`src/hw/sfs_defines.vh`:
```
`ifndef SFS_DEFINES_VH
`define SFS_DEFINES_VH

// command opcodes
`define SFS_OP_READ_STATUS    8'h05
`define SFS_OP_WRITE_STATUS1  8'h01
// no opcode is known for the byte 2 write; the top module takes it as a
// parameter whose default is this value
`define SFS_OP_WRITE_STATUS2  8'h31

// status byte 1 field positions
`define SFS_B1_LOCK_BIT       7
`define SFS_B1_RES_BIT        6
`define SFS_B1_ERR_BIT        5
`define SFS_B1_WPP_BIT        4
`define SFS_B1_SWP_HI         3
`define SFS_B1_SWP_LO         2
`define SFS_B1_WEL_BIT        1
`define SFS_B1_BUSY_BIT       0

// status byte 2 field positions
`define SFS_B2_RES_HI         7
`define SFS_B2_RES_LO         5
`define SFS_B2_RESET_COMMAND_ENABLE_BIT       4
`define SFS_B2_SLE_BIT        3
`define SFS_B2_PS_BIT         2
`define SFS_B2_ES_BIT         1
`define SFS_B2_BUSY_BIT       0

// global protect code carried in the byte 1 write data
`define SFS_GP_HI             5
`define SFS_GP_LO             2

// reset values
`define SFS_RST_LOCK          1'b0
`define SFS_RST_RESET_COMMAND_ENABLE          1'b0
`define SFS_RST_SLE           1'b0
`define SFS_RST_ERR           1'b0
`define SFS_RES_VALUE         1'b0

// synchroniser depth for pins
`define SFS_SYNC_STAGES       2

`endif

```
`src/hw/sfs_sync.v`:
```
`timescale 1ns/1ns
module sfs_sync #(
   parameter WIDTH = 4
) (
   input  wire             clk,
   input  wire             reset,
   input  wire [WIDTH-1:0] async_in,
   input  wire [WIDTH-1:0] rst_val,
   output wire [WIDTH-1:0] sync_out
);
   // two flops per pin; the first stage feeds only the second
   genvar i;
   generate
      for (i = 0; i < WIDTH; i = i + 1) begin : g_bit
         reg meta_r;
         reg stab_r;
         always @(posedge clk) begin
            if (reset) begin
               meta_r <= rst_val[i];
               stab_r <= rst_val[i];
            end else begin
               meta_r <= async_in[i];
               stab_r <= meta_r;
            end
         end
         // reset loads each pin's idle level, so no false edge follows it
         assign sync_out[i] = stab_r;
      end
   endgenerate

endmodule

```
`src/hw/sfs_tx_shift.v`:
```
`timescale 1ns/1ns
module sfs_tx_shift (
   input  wire       clk,
   input  wire       reset,
   input  wire       load,
   input  wire       shift,
   input  wire       clear,
   input  wire [7:0] load_byte,
   output wire       bit_out
);
   reg [7:0] shreg_r;
   reg [7:0] shreg_nxt;

   // load wins over shift so a fresh byte is never shifted early
   always @* begin
      shreg_nxt = shreg_r;
      if (clear) begin
         shreg_nxt = 8'h00;
      end else if (load) begin
         shreg_nxt = load_byte;
      end else if (shift) begin
         shreg_nxt = {shreg_r[6:0], 1'b0};
      end
   end

   always @(posedge clk) begin
      if (reset) begin
         shreg_r <= 8'h00;
      end else begin
         shreg_r <= shreg_nxt;
      end
   end

   // msb leaves first, straight from the flop
   assign bit_out = shreg_r[7];

endmodule

```
`src/hw/sfs_status_reg.v`:
```
`timescale 1ns/1ns
`include "sfs_defines.vh"
module sfs_status_reg #(
   parameter [7:0] OP_WRITE2 = `SFS_OP_WRITE_STATUS2
) (
   input  wire       mclk,
   input  wire       reset,
   input  wire       spi_sclk,
   input  wire       spi_cs_n,
   input  wire       spi_si,
   output wire       spi_so,
   output wire       spi_so_oe,
   input  wire       wp_n,
   input  wire       busy,
   input  wire       write_enable_latch,
   input  wire [1:0] software_protection_summary,
   input  wire       program_suspended,
   input  wire       erase_suspended,
   input  wire       op_done,
   input  wire       op_fail,
   input  wire       op_aborted,
   input  wire       sector_prot_req,
   output wire       sector_prot_grant,
   output wire       global_prot_go,
   output wire [3:0] global_prot_code,
   output wire       status_write_end,
   output wire       protection_lock,
   output wire       reset_command_enable,
   output wire       lockdown_enable,
   output wire       program_erase_error
);
   // command states
   localparam [2:0] ST_OPCODE = 3'd0;
   localparam [2:0] ST_READ   = 3'd1;
   localparam [2:0] ST_WRITE1 = 3'd2;
   localparam [2:0] ST_WRITE2 = 3'd3;
   localparam [2:0] ST_IGNORE = 3'd4;

   wire [3:0] pins_s;
   wire       sclk_s;
   wire       cs_n_s;
   wire       si_s;
   wire       wp_n_s;
   wire       tx_bit;

   reg        sclk_d_r;
   reg        cs_n_d_r;
   reg  [2:0] state_r;
   reg  [2:0] state_nxt;
   reg  [2:0] rx_cnt_r;
   reg  [2:0] rx_cnt_nxt;
   reg  [7:0] rx_sh_r;
   reg  [7:0] rx_sh_nxt;
   reg  [7:0] wdata_r;
   reg  [7:0] wdata_nxt;
   reg        got_byte_r;
   reg        got_byte_nxt;
   reg  [2:0] tx_cnt_r;
   reg  [2:0] tx_cnt_nxt;
   reg        tx_sel_r;
   reg        tx_sel_nxt;
   reg        oe_r;
   reg        oe_nxt;
   reg        lock_r;
   reg        lock_nxt;
   reg        reset_command_enable_r;
   reg        reset_command_enable_nxt;
   reg        sle_r;
   reg        sle_nxt;
   reg        err_r;
   reg        grant_r;
   reg        gp_go_r;
   reg        gp_go_nxt;
   reg  [3:0] gp_code_r;
   reg  [3:0] gp_code_nxt;
   reg        wr_end_r;
   reg        wr_end_nxt;

   wire       sclk_rise;
   wire       sclk_fall;
   wire       cs_active;
   wire       cs_release;
   wire [7:0] rx_byte;
   wire [7:0] status_one;
   wire [7:0] status_two;
   wire [7:0] tx_byte;
   wire       tx_load;
   wire       tx_shift;
   wire       write_ok;

   // pins enter through two flops; select and protect idle high
   sfs_sync #(
      .WIDTH    (4)
   ) u_sync (
      .clk      (mclk),
      .reset    (reset),
      .async_in ({wp_n, spi_si, ~spi_cs_n, spi_sclk}),
      .rst_val  (4'h8), // protect pin idles high; inverted select and the rest low
      .sync_out (pins_s)
   );

   assign sclk_s = pins_s[0];
   assign cs_n_s = ~pins_s[1];
   assign si_s   = pins_s[2];
   assign wp_n_s = pins_s[3];

   // edge finders look only at the settled copies
   always @(posedge mclk) begin
      if (reset) begin
         sclk_d_r <= 1'b0;
         cs_n_d_r <= 1'b1;
      end else begin
         sclk_d_r <= sclk_s;
         cs_n_d_r <= cs_n_s;
      end
   end

   assign cs_active  = ~cs_n_s;
   assign sclk_rise  = cs_active & sclk_s & ~sclk_d_r;
   assign sclk_fall  = cs_active & ~sclk_s & sclk_d_r;
   assign cs_release = cs_n_s & ~cs_n_d_r;

   // byte assembled including the bit arriving on this edge
   assign rx_byte = {rx_sh_r[6:0], si_s};

   // live status pictures, rebuilt from current state every cycle
   assign status_one = {lock_r,
                        `SFS_RES_VALUE,
                        err_r,
                        wp_n_s,
                        software_protection_summary,
                        write_enable_latch,
                        busy};
   assign status_two = {{3{`SFS_RES_VALUE}},
                        reset_command_enable_r,
                        sle_r,
                        program_suspended,
                        erase_suspended,
                        busy};

   // pick the byte to start; sampled at the start of each byte
   assign tx_byte  = tx_sel_r ? status_two : status_one;
   assign tx_load  = (state_r == ST_READ) & sclk_fall & (tx_cnt_r == 3'd0);
   assign tx_shift = (state_r == ST_READ) & sclk_fall & (tx_cnt_r != 3'd0);

   // output flop changes on falling sclk, msb first, and is cleared at release
   sfs_tx_shift u_tx (
      .clk       (mclk),
      .reset     (reset),
      .load      (tx_load),
      .shift     (tx_shift),
      .clear     (cs_release),
      .load_byte (tx_byte),
      .bit_out   (tx_bit)
   );

   // writes count only as a whole byte ending on a byte boundary
   assign write_ok = got_byte_r & (rx_cnt_r == 3'd0) & write_enable_latch;

   // command decode, receive path and transmit counters
   always @* begin
      state_nxt    = state_r;
      rx_cnt_nxt   = rx_cnt_r;
      rx_sh_nxt    = rx_sh_r;
      wdata_nxt    = wdata_r;
      got_byte_nxt = got_byte_r;
      tx_cnt_nxt   = tx_cnt_r;
      tx_sel_nxt   = tx_sel_r;
      oe_nxt       = oe_r;
      if (cs_n_s) begin
         // release ends any command mid-byte, no error kept
         state_nxt    = ST_OPCODE;
         rx_cnt_nxt   = 3'd0;
         got_byte_nxt = 1'b0;
         tx_cnt_nxt   = 3'd0;
         tx_sel_nxt   = 1'b0;
         oe_nxt       = 1'b0;
      end else begin
         if (sclk_rise) begin
            rx_sh_nxt  = rx_byte;
            rx_cnt_nxt = rx_cnt_r + 3'd1;
         end
         case (state_r)
            ST_OPCODE: begin
               if (sclk_rise && rx_cnt_r == 3'd7) begin
                  // busy does not gate the status read
                  if (rx_byte == `SFS_OP_READ_STATUS) begin
                     state_nxt = ST_READ;
                  end else if (rx_byte == `SFS_OP_WRITE_STATUS1) begin
                     state_nxt = ST_WRITE1;
                  end else if (rx_byte == OP_WRITE2) begin
                     state_nxt = ST_WRITE2;
                  end else begin
                     state_nxt = ST_IGNORE;
                  end
               end
            end
            ST_READ: begin
               if (sclk_fall) begin
                  // first falling edge after the opcode drives bit 7
                  oe_nxt     = 1'b1;
                  tx_cnt_nxt = tx_cnt_r + 3'd1;
                  if (tx_cnt_r == 3'd7) begin
                     tx_sel_nxt = ~tx_sel_r;
                  end
               end
            end
            ST_WRITE1, ST_WRITE2: begin
               // keep the first data byte; later bytes are ignored
               if (sclk_rise && rx_cnt_r == 3'd7 && !got_byte_r) begin
                  wdata_nxt    = rx_byte;
                  got_byte_nxt = 1'b1;
               end
            end
            ST_IGNORE: begin
               state_nxt = ST_IGNORE;
            end
            default: begin
               state_nxt = ST_OPCODE;
            end
         endcase
      end
   end

   // writable bits: applied when select releases
   always @* begin
      lock_nxt    = lock_r;
      reset_command_enable_nxt    = reset_command_enable_r;
      sle_nxt     = sle_r;
      gp_go_nxt   = 1'b0;
      gp_code_nxt = gp_code_r;
      wr_end_nxt  = 1'b0;
      if (cs_release && write_enable_latch &&
          (state_r == ST_WRITE1 || state_r == ST_WRITE2)) begin
         // complete or aborted, the latch owner is told the write ended
         wr_end_nxt = 1'b1;
      end
      if (cs_release && write_ok && state_r == ST_WRITE1) begin
         // pin asserted: a lock may be set but never cleared
         if (wp_n_s || !lock_r || wdata_r[`SFS_B1_LOCK_BIT]) begin
            lock_nxt = wdata_r[`SFS_B1_LOCK_BIT];
         end
         // global protect follows the lock state before this write
         if (!lock_r) begin
            gp_go_nxt   = 1'b1;
            gp_code_nxt = wdata_r[`SFS_GP_HI:`SFS_GP_LO];
         end
      end
      if (cs_release && write_ok && state_r == ST_WRITE2) begin
         reset_command_enable_nxt = wdata_r[`SFS_B2_RESET_COMMAND_ENABLE_BIT];
         sle_nxt  = wdata_r[`SFS_B2_SLE_BIT];
      end
   end

   // control flops; no soft reset input reaches lock, reset_command_enable or sle
   always @(posedge mclk) begin
      if (reset) begin
         state_r    <= ST_OPCODE;
         rx_cnt_r   <= 3'd0;
         rx_sh_r    <= 8'h00;
         wdata_r    <= 8'h00;
         got_byte_r <= 1'b0;
         tx_cnt_r   <= 3'd0;
         tx_sel_r   <= 1'b0;
         oe_r       <= 1'b0;
         lock_r     <= `SFS_RST_LOCK;
         reset_command_enable_r     <= `SFS_RST_RESET_COMMAND_ENABLE;
         sle_r      <= `SFS_RST_SLE;
         gp_go_r    <= 1'b0;
         gp_code_r  <= 4'h0;
         wr_end_r   <= 1'b0;
      end else begin
         state_r    <= state_nxt;
         rx_cnt_r   <= rx_cnt_nxt;
         rx_sh_r    <= rx_sh_nxt;
         wdata_r    <= wdata_nxt;
         got_byte_r <= got_byte_nxt;
         tx_cnt_r   <= tx_cnt_nxt;
         tx_sel_r   <= tx_sel_nxt;
         oe_r       <= oe_nxt;
         lock_r     <= lock_nxt;
         reset_command_enable_r     <= reset_command_enable_nxt;
         sle_r      <= sle_nxt;
         gp_go_r    <= gp_go_nxt;
         gp_code_r  <= gp_code_nxt;
         wr_end_r   <= wr_end_nxt;
      end
   end

   // error flag rewritten by every finished operation; aborts clear it
   always @(posedge mclk) begin
      if (reset) begin
         err_r <= `SFS_RST_ERR;
      end else if (op_done) begin
         err_r <= op_fail & ~op_aborted;
      end
   end

   // sector protect requests pass only while unlocked
   always @(posedge mclk) begin
      if (reset) begin
         grant_r <= 1'b0;
      end else begin
         grant_r <= sector_prot_req & ~lock_r;
      end
   end

   // pin output straight from the shift flop; enable drops at release
   assign spi_so               = tx_bit;
   assign spi_so_oe            = oe_r;
   assign sector_prot_grant    = grant_r;
   assign global_prot_go       = gp_go_r;
   assign global_prot_code     = gp_code_r;
   assign status_write_end     = wr_end_r;
   assign protection_lock      = lock_r;
   assign reset_command_enable = reset_command_enable_r;
   assign lockdown_enable      = sle_r;
   assign program_erase_error  = err_r;

endmodule

```
`config.mk`:
```
export PLATFORM = sky130hd
export DESIGN_NAME = sfs_status_reg
export DESIGN_NICKNAME = d
export VERILOG_FILES = /design/src/hw/sfs_sync.v /design/src/hw/sfs_tx_shift.v /design/src/hw/sfs_status_reg.v
export VERILOG_INCLUDE_DIRS = /design/src /design/src/hw
export SDC_FILE = /design/constraint.sdc
export NUM_CORES = 1
export LEC_CHECK = 0
export BUFFER_PORTS_ARGS = -buffer_cell sky130_fd_sc_hd__buf_4
export CAP_MARGIN = 5
export CORE_MARGIN = 2
export CORE_UTILIZATION = 35
export CTS_CLUSTER_DIAMETER = 100
export DETAILED_ROUTE_END_ITERATION = 6
export SLEW_MARGIN = 15
export SYNTH_ARGS = -nofsm -noshare
export SYNTH_HDL_FRONTEND = slang
export SYNTH_HIERARCHICAL = 1
export SYNTH_SLANG_ARGS = --single-unit
```
`constraint.sdc`:
```
create_clock -name mclk -period 5.48 [get_ports mclk]
set_input_delay 0.548 -clock mclk [delete_from_list [all_inputs] [get_ports mclk]]
set_output_delay 0.548 -clock mclk [all_outputs]
set_load 0.02 [all_outputs]
```
== Word level (Yosys, flattened, before mapping) ==
Cells that the tools add are included.

* $add $sub $neg: 2
* $mul: 0
* Divide/modulo/power cells: 0
* Order comparisons: 0
* Equal/unequal tests: 10
* Shift operators: 0
* Multiplexer cells: 10
* Bitwise operators: 22
* Reduce and logical (&&, ||, !) cells: 30

{| class="wikitable"
|+ Operator list
! cell !! count
|-
| two-way mux 8 bit || 3
|-
| bitwise AND 1 bit || 12
|-
| two-way mux 3 bit || 4
|-
| AND reduction 2 bit || 6
|-
| NOT 1 bit || 10
|-
| equality test 3 bit (second input constant) || 3
|-
| logical NOT 3 bit || 3
|-
| case mux 3 bit (3 select lines) || 1
|-
| equality test 8 x 1 -> 1 bit (second input constant) || 1
|-
| equality test 8 x 3 -> 1 bit (second input constant) || 1
|-
| equality test 8 x 6 -> 1 bit (second input constant) || 1
|-
| OR reduction 2 bit || 4
|-
| logical AND 1 bit || 7
|-
| adder 3 x 1 -> 3 bit (second input constant) || 2
|-
| equality test 3 x 2 -> 1 bit (second input constant) || 2
|-
| AND reduction 3 bit || 2
|-
| equality test 3 x 1 -> 1 bit (second input constant) || 1
|-
| logical OR 1 bit || 3
|-
| nonzero test 3 bit || 1
|-
| OR reduction 3 bit || 1
|-
| logical NOT 1 bit || 2
|-
| two-way mux 1 bit || 2
|-
| inequality test 2 bit (second input constant) || 1
|-
| nonzero test 2 bit || 1
|}

* Bits in registers: 56
* Bits in latches: 0
* Memory bits (writable): 0
* ROM bits: 0
* Input port bits: 16
* Output and inout bits: 13
* Logic and storage cells: 101
* Memories: 0

== Longest topological paths before layout ==
Gate-level depths: netlist of the first run.

* Word-level depth: 7
* Mapped depth: 7
* Mapped depth without buffers: 5

== Modules after synthesis ==
Netlist of the first run, hierarchy kept.

{| class="wikitable"
|+ Modules (own cells, without submodules)
! module !! instances !! cells each !! area each (µm²) !! sequential area each (µm²)
|-
| sfs_status_reg || 1 || 180 || 1719.1 || 740.7
|-
| sfs_tx_shift || 1 || 35 || 419.2 || 160.2
|-
| sfs_sync || 1 || 21 || 321.6 || 160.2
|}

== Worst setup path before layout of the first run ==
OpenSTA, ideal clock, no wires.

* Path type: flip-flop to flip-flop
* From: register state_r[0]
* To: register u_tx.shreg_r[2]
* Library setup time: 116 ps
* Data arrival time: 1806 ps
* Required time: 5364 ps
* Setup slack: 3558 ps
* Stages on the path, launching flop included: 7
* Buffers on the path: 1
* Clock period less this slack: 1922 ps
* Cells stage by stage: dfxtp_1 -> nor2b_1 -> nand2_1 -> nor3b_1 -> buf_2 -> nand2b_1 -> o211a_1

* Longest elaborated chain between the ends: 4
* Elaborated cells between the ends (all ways): 6
* Those cells by class: 1 x eq/ne; 1 x mux; 3 x bitwise; 1 x reduce/logical

{| class="wikitable"
|+ RTL lines
! what !! RTL line !! text
|-
| start: declaration || sfs_status_reg.v:48 || <nowiki>reg [2:0] state_r;</nowiki>
|-
| start signal: assignment || sfs_status_reg.v:273 || <nowiki>state_r <= state_nxt;</nowiki>
|-
| equality test 3 x 1 -> 1 bit * || sfs_status_reg.v:143 || <nowiki>assign tx_load = (state_r == ST_READ) & sclk_fall & (tx_cnt_r == 3'd0);</nowiki>
|-
| bitwise AND 1 bit * (2 in series) || sfs_status_reg.v:143 ||
|-
| net tx_load || sfs_status_reg.v:87 || <nowiki>wire tx_load;</nowiki>
|-
| two-way mux 8 bit / nonzero test 2 bit (equally long branches) || n/a ||
|-
| end signal: assignment || sfs_tx_shift.v:30 || <nowiki>shreg_r <= shreg_nxt;</nowiki>
|-
| end: declaration || sfs_tx_shift.v:11 || <nowiki>reg [7:0] shreg_r;</nowiki>
|}

Mark *: on every way through the listed nets, which the timed path passes. The rest lies on a longest branch.
A chain may end at the register's enable or synchronous reset.

== Final worst setup path of the first run ==
* From: register state_r[0]
* To: register u_tx.shreg_r[5]

* Longest elaborated chain between the ends: 4
* Elaborated cells between the ends (all ways): 6
* Those cells by class: 1 x eq/ne; 1 x mux; 3 x bitwise; 1 x reduce/logical

{| class="wikitable"
|+ RTL lines
! what !! RTL line !! text
|-
| equality test 3 x 1 -> 1 bit || sfs_status_reg.v:144 || <nowiki>assign tx_shift = (state_r == ST_READ) & sclk_fall & (tx_cnt_r != 3'd0);</nowiki>
|-
| bitwise AND 1 bit (2 in series) || sfs_status_reg.v:144 ||
|-
| net tx_shift || sfs_status_reg.v:88 || <nowiki>wire tx_shift;</nowiki>
|-
| nonzero test 2 bit (no line) || n/a ||
|}

The timed path passes the listed nets, and every way through them passes these cells.

==> results of run 1 <==
[report_power, final]
| group | switching [mW] | leakage [nW] | internal (mW) |
|---|---|---|---|
| Clock | 0.119 | 0.0585 | 0.149 |
| Combinational | 0.0208 | 0.774 | 0.0275 |
| Sequential | 0.00576 | 0.431 | 0.393 |
[worst max path at each step]
stage / to / slack, ns / from / cells after the start
after floorplan: u_tx/shreg_r[2] / 3.56 / state_r[0] / 6
after global placement: u_tx/shreg_r[1] / 3.05 / state_r[0] / 5
after detailed placement: u_tx/shreg_r[5] / 3.04 / state_r[0] / 5
after CTS: u_tx/shreg_r[5] / 3.01 / state_r[0] / 5
after global routing: u_tx/shreg_r[5] / 2.83 / state_r[0] / 5
final: u_tx/shreg_r[5] / 2.99 / state_r[0] / 5
[state kept, by name (all words and copies together) (netlist names)]
name                  cells
program_erase_error       1
global_prot_code          4
tx_cnt_r                  3
u_tx/shreg_r              8
lockdown_enable           1
got_byte_r                1
state_r                   3
cs_n_d_r                  1
wdata_r                   5
protection_lock           1
status_write_end          1
sclk_d_r                  1
rx_cnt_r                  3
rx_sh_r                   7
tx_sel_r                  1
u_sync/g_bit.stab_r       4
u_sync/g_bit.meta_r       4
spi_so_oe                 1
sector_prot_grant         1
reset_command_enable      1
global_prot_go            1
[final cells by class]
| cell class | instances | area [µm²] | share of cell area (%) |
|---|---|---|---|
| clock buffer | 7 | 86.3 | 3.02 |
| clock inverter | 1 | 30.0 | 1.05 |
| inverter | 10 | 37.5 | 1.31 |
| multi-input combinational | 166 | 1300 | 45.6 |
| sequential | 53 | 1060 | 37.2 |
| tap | 96 | 120 | 4.21 |
| timing repair buffer | 29 | 218 | 7.62 |
[layer usage]
layer	part of all wire, %	wire, µm	up-vias
met5	0	0	-
met4	0.98	41	0
met3	5.0	211	2
met2	44	1850	28
met1	50	2100	772
li1	-	-	863
[cells in the mapped netlist (3+ instances only)]
cell	instances	area, µm²
a21oi_1	7	35.0
buf_4	4	30.0
clkbuf_1	6	22.5
dfxtp_1	53	1060
ha_1	6	75.1
inv_1	10	37.5
mux2_2	3	33.8
mux2_4	15	225
mux2i_1	20	200
nand2_1	7	26.3
nand2b_1	26	163
nand3_1	4	20.0
nand3b_1	3	22.5
nor2_1	16	60.1
nor2b_1	7	43.8
o211a_1	7	70.1
o21ai_0	6	30.0
[cells by family (layout without fill, tap and decap cells)]
group,count (synthesis),in the layout
simple gates,83,83
flops,53,53
mux,38,38
compound gates,29,29
buf+inv,24,47
fa+ha+maj,6,6
other cells,2,9
xor+xnor,1,1
[critical path, delay by kind of cell (launching register included)]
| family | cells | cell delay [ns] |
|---|---|---|
| and+or+nand+nor | 2 | 0.53 |
| DFF | 1 | 0.52 |
| AOI/OAI and AO/OA | 2 | 0.99 |
| muxes | 1 | 0.35 |
[metrics by stage]
| stage | util (%) | setup slack, ns | hold WS, ns | area (µm²) | total power, mW |
|---|---|---|---|---|---|
| 6_report | 42.0 | 2.99 | 0.456 | 2860 | 0.715 |
| 5_1_grt | 42.0 | 2.83 | 0.451 | 2860 | 0.751 |
| 4_1_cts | 42.0 | 3.01 | 0.464 | 2860 | 0.726 |
| 3_5_place_dp | 40.3 | 3.04 | 0.446 | 2740 | 0.457 |
| 3_3_place_gp | 40.3 | 3.05 | 0.438 | 2740 | 0.456 |
| 2_1_floorplan | - | 3.56 | 0.437 | 2490 | 0.445 |
==> key figures, run 1 <==
Finish
  • Most frequent cells in the layout: dfxtp_1, buf_4, nand2b_1
  • Fin cells: 362
  • Most common cell after layout, fill and taps aside: dfxtp_1
  • Ant diodes: 0
  • Share of layout cells above drive strength 1: 22.9%
  • Fin nets: 287
  • Area Overhead vs Synth: 16.1%
  • Fillers: 686

Power and ir drop
  • Lkg Pwr: 1.26 nW
  • Pwr Density: 250 nW/µm²
  • Peak VDD IR: 0.136 mV

STA
  • Final setup viols: 0
  • Setup TNS: 0 ns
  • Max transition margin: 33.7%
  • Final setup skew: 0.0102 ns
  • Crit path time final: 2.49 ns
  • RSZ-0062 raised after global routing: no
  • Peak Freq: 401 MHz
  • Worst Tran Pin Value: 0.995 ns
  • Fin crit share: 45.5%
  • Max Slew Vio Count: 0
  • Final Hold Viols: 0

Synth
  • Most used DFF post-synth: dfxtp_1
  • Mean Syn Cell Area: 10.4 µm²
  • Fraction of registers with async set/reset: 0%
  • Synth Cell Area: 2460 µm²
  • Distinct cells, synth: 44
  • Synth warnings: 6
  • Post-synthesis register bit count: 53
  • Largest family of logic cells by synthesized area: simple AND/OR/NAND/NOR gates
  • Post-synthesis compound-gate area fraction: 8.44%
  • Number of flops mapped to enable cells by yosys: 0
  • Post-synthesis xor/xnor area fraction: 0.356%
  • Sequential share of the synthesized area: 43.1%
  • Synth Area in Simple Gates: 21.1%
  • Post-synthesis mux area share: 18.7%
  • Synthesized instance count: 236
  • Adder-cell share of the synthesized area: 3.05%

CTS
  • H-tree levels: 2
  • Clk buf depth: 2
  • Clock transition at path regs: 0.09 ns
  • CTS tree: done
  • Hold Buf Count CTS: 0
  • CTS sink cnt: 53
  • Post-CTS Setup Inserts: 0
  • CTS Buf Count: 5
  • Skew-Pair Late Insertion Delay: 0.30 ns
  • Root Driver: clkbuf_8
  • PostCTS Resize Cnt: 0

Floorplanning
  • Die area: 7710 µm²
  • Die X: 87.8 µm
  • Io pins: 29
  • Initial core utilization: 36.2%
  • Core area: 6790 µm²
  • FP Rows: 30
  • Chip Height: 87.8 µm

Global route
  • Total global routing overflow: 0
  • GR met2 Demand/Resource: 19.3%
  • Routing usage on met1: 15.4%
  • Total GRT Usage: 12.0%
  • Vias in the first global route: 1,638
  • First-pass GRT wire length: 7240 µm
  • Antenna violations before repair: 0
  • Grt met3 use: 3.77%
  • Top Usage Layer GRT: met2
  • Largest net degree at the start of global routing: 41

Placed design
  • Final HPWL DP: 3040 µm
  • GP Congestion: 0.832
  • Port bufs: 28
  • Post-Place Cells: 354

Worst hold path
  • WHS Path Cells: 1
  • Worst hold endpoint: u_sync/g_bit[3].stab_r
  • Hold Path Origin: u_sync/g_bit[3].meta_r
  • Worst min path class: register to register

Worst setup path
  • Crit path largest cell delay: 0.79 ns
  • Critical path class: register to register
  • Critical path launch point type: register
  • CP cell instances: nor2b_1, nand2_1, a21oi_1, mux2_4, o211a_1
  • Crit Reg-Reg Endpoint: u_tx/shreg_r[5]
  • Reg2Reg Setup Slack: 2.99 ns
  • Slowest-stage cell, CP: a21oi_1
  • Reg-to-Reg Start: state_r[0]
  • R2R cell count: 5
  • Worst path required time: 5.68 ns
  • CP arrival: 2.69 ns
  • Worst-path fanout max: 8
  • Crit path capture type: register

Routing
  • Routed Antenna Nets: 0
  • Routed wire length: 4200 µm
  • Via density: 4.60
  • First drt pass iteration count: 4
  • Remaining DRCs: 0
  • 1st-iter DRT viols: 65
  • WL/cell: 11.6 µm
  • Via Count: 1,665

Job
  • Maxcap violations: 0

Status
  • Status: finished clean
(Power assumes the default switching activity.)
==> run 2, diff against run 1 <==
==> constraint.sdc (replaced) <==
create_clock -name mclk -period 2.3 [get_ports mclk]
set_input_delay 0.23 -clock mclk [delete_from_list [all_inputs] [get_ports mclk]]
set_output_delay 0.23 -clock mclk [all_outputs]
set_load 0.02 [all_outputs]
==> run 2 against run 1 <==
Critical path depth is 1 higher. Maximum frequency is 37% higher. Critical path type unchanged. Cell count is 0.55% higher. Final area is 0.53% lower. Setup slack worse by 2.5 ns.
==> key figures, run 2 (synthesis results as in run 1) <==
Worst setup path
  • CP cell instances: and4bb_2, nand2_1, a21oi_1, buf_4, mux2_4, o211a_1 (was nor2b_1, nand2_1, a21oi_1, mux2_4, o211a_1)
  • Top delay family on crit path: flip-flops (was compound AO/OA/AOI/OAI gates)
  • Crit path capture type: register (unchanged)
  • Worst path required time: 2.50 ns (was 5.68 ns)
  • Critical Path Source: u_sync/g_bit[1].stab_r (was state_r[0])
  • Reg-to-Reg Start: u_sync/g_bit[1].stab_r (was state_r[0])
  • Crit Reg-Reg Endpoint: u_tx/shreg_r[1] (was u_tx/shreg_r[5])
  • CP Buf/Inv Count: 1 (was 0)
  • R2R cell count: 6 (was 5)
  • Critical path launch point type: register (unchanged)
  • Critical path class: register to register (unchanged)
  • Worst-path fanout max: 9 (was 8)
  • Reg2Reg Setup Slack: 0.49 ns (was 2.99 ns)
  • Slowest-stage cell, CP: dfxtp_1 (was a21oi_1)
  • Crit path largest cell delay: 0.47 ns (was 0.79 ns)
  • CP arrival: 2.01 ns (was 2.69 ns)

Finish
  • Most frequent cells in the layout: dfxtp_1, buf_4, nand2b_1 (unchanged)
  • Share of layout cells above drive strength 1: 23.9% (was 22.9%)
  • Most flop-heavy register: u_tx/shreg_r (unchanged)
  • Area Overhead vs Synth: 15.5% (was 16.1%)
  • Fin nets: 289 (was 287)
  • Fillers: 668 (was 686)
  • Biggest regs: u_tx/shreg_r (8), rx_sh_r (7), wdata_r (5) (unchanged)
  • Most common cell after layout, fill and taps aside: dfxtp_1 (unchanged)
  • Number of flip-flops in the largest register: 8 (unchanged)
  • Ant diodes: 0 (unchanged)
  • Design Area, Final: 2840 µm² (was 2860 µm²)
  • Fin cells: 364 (was 362)

Worst hold path
  • Worst hold endpoint: u_sync/g_bit[2].meta_r (was u_sync/g_bit[3].stab_r)
  • Worst min path class: input port to register (was register to register)
  • WHS Path Cells: 2 (was 1)
  • Hold Path Origin: spi_si (was u_sync/g_bit[3].meta_r)

STA
  • Setup TNS: 0 ns (unchanged)
  • Final setup skew: 0.00837 ns (was 0.0102 ns)
  • Peak Freq: 551 MHz (was 401 MHz)
  • Final Hold Viols: 0 (unchanged)
  • Max Slew Vio Count: 0 (unchanged)
  • Crit path time final: 1.81 ns (was 2.49 ns)
  • Worst Tran Pin Value: 0.604 ns (was 0.995 ns)
  • Fin crit share: 78.9% (was 45.5%)
  • Max transition margin: 59.1% (was 33.7%)
  • Final setup viols: 0 (unchanged)
  • RSZ-0062 raised after global routing: no (unchanged)
  • Slack of the critical path: 0.486 ns (was 2.99 ns)

Placed design
  • Setup WS pre-CTS: 0.503 ns (was 3.04 ns)
  • Cell Area, Placed: 2750 µm² (was 2740 µm²)
  • Post-Place Cells: 356 (was 354)
  • Final HPWL DP: 3080 µm (was 3040 µm)
  • Port bufs: 28 (unchanged)
  • GP Congestion: 0.807 (was 0.832)

Global route
  • Antenna violations before repair: 0 (unchanged)
  • Vias in the first global route: 1,616 (was 1,638)
  • Largest net degree at the start of global routing: 41 (unchanged)
  • Total global routing overflow: 0 (unchanged)
  • Total GRT Usage: 12.1% (was 12.0%)
  • First-pass GRT wire length: 7450 µm (was 7240 µm)

Floorplanning
  • Die X: 87.8 µm (unchanged)
  • FP Rows: 30 (unchanged)
  • Io pins: 29 (unchanged)
  • Chip Height: 87.8 µm (unchanged)
  • Initial core utilization: 36.2% (unchanged)
  • Die area: 7710 µm² (unchanged)
  • Core area: 6790 µm² (unchanged)

CTS
  • PostCTS Resize Cnt: 0 (unchanged)
  • Clock transition at path regs: 0.09 ns (about the same)
  • CTS Buf Count: 5 (unchanged)
  • Post-CTS Setup Inserts: 0 (unchanged)
  • CTS tree: done (unchanged)
  • Root Driver: clkbuf_8 (unchanged)
  • H-tree levels: 2 (unchanged)
  • Skew-Pair Late Insertion Delay: 0.30 ns (about the same)
  • CTS sink cnt: 53 (unchanged)
  • Hold Buf Count CTS: 0 (unchanged)
  • Clk buf depth: 2 (unchanged)

Power and ir drop
  • Seq pwr share: 60.3% (was 55.8%)
  • Pwr Density: 554 nW/µm² (was 250 nW/µm²)
  • Logic pwr share: 7.3% (was 6.8%)
  • Net Sw Frac: 23.0% (was 20.4%)
  • Overall power: 1.57 mW (was 0.715 mW)
  • Total net switching power: 0.362 mW (was 0.146 mW)
  • Peak VDD IR: 0.255 mV (was 0.136 mV)
  • Lkg Pwr: 1.26 nW (about the same)
  • Clk pwr share: 32.4% (was 37.5%)
  • Int Pwr: 1.21 mW (was 0.570 mW)

Routing
  • First drt pass iteration count: 4 (unchanged)
  • Via Count: 1,653 (was 1,665)
  • Met3 wire length: 200 µm (was 211 µm)
  • 1st-iter DRT viols: 84 (was 65)
  • Routed Antenna Nets: 0 (unchanged)
  • Met1 WL: 2230 µm (was 2100 µm)
  • Max layer used: met4 (unchanged)
  • WL met2: 1790 µm (was 1850 µm)
  • Routed wire length: 4260 µm (was 4200 µm)
  • WL/cell: 11.7 µm (was 11.6 µm)
  • Remaining DRCs: 0 (unchanged)
  • Via density: 4.54 (was 4.60)

Job
  • Maxcap violations: 0 (unchanged)

Status
  • Status: finished clean (unchanged)
## run 2: worst max-delay path by stage
| stage | endpoint | slack, ns | cells past startpoint |
|---|---|---|---|
| floorplan | u_tx/shreg_r[2] | 0.38 | 6 |
| global placement | u_tx/shreg_r[2] | 0.54 | 6 |
| detailed placement | u_tx/shreg_r[6] | 0.50 | 6 |
| CTS | u_tx/shreg_r[6] | 0.49 | 6 |
| global route | u_tx/shreg_r[1] | 0.35 | 6 |
| finish | u_tx/shreg_r[1] | 0.49 | 6 |
## run 2: through the flow
stage	hold slack (ns)	utilization, %
after floorplan	0.344	-
final	0.148	41.8
after CTS	0.138	41.8
after global routing	0.128	41.8
after global placement	0.438	40.5
after detailed placement	0.445	40.5
## run 2: power groups by stage
| stage | combinational [mW] | sequential [mW] | clock [mW] |
|---|---|---|---|
| finish | 0.115 | 0.950 | 0.509 |
| global placement | 0.115 | 0.971 | 0 |
| floorplan | 0.0927 | 0.966 | 0 |
| CTS | 0.116 | 0.950 | 0.530 |
| detailed placement | 0.116 | 0.972 | 0 |
| global route | 0.126 | 0.953 | 0.572 |
## run 2: routing by layer
metal,vias to the layer above,track usage (%)
met5,-,0
met4,0,3.22
met3,4,3.58
met2,31,18.5
met1,749,16.8
li1,869,-
## run 2: cell type report
class / count / area [µm²] / area share [%]
well taps: 96 / 120 / 4.23
repair buffers: 31 / 233 / 8.19
clock inverters: 3 / 17.5 / 0.617
clock buffers: 5 / 68.8 / 2.42
multi-input cells: 166 / 1300 / 45.9
inverters: 10 / 37.5 / 1.32
flip-flops and latches: 53 / 1060 / 37.4
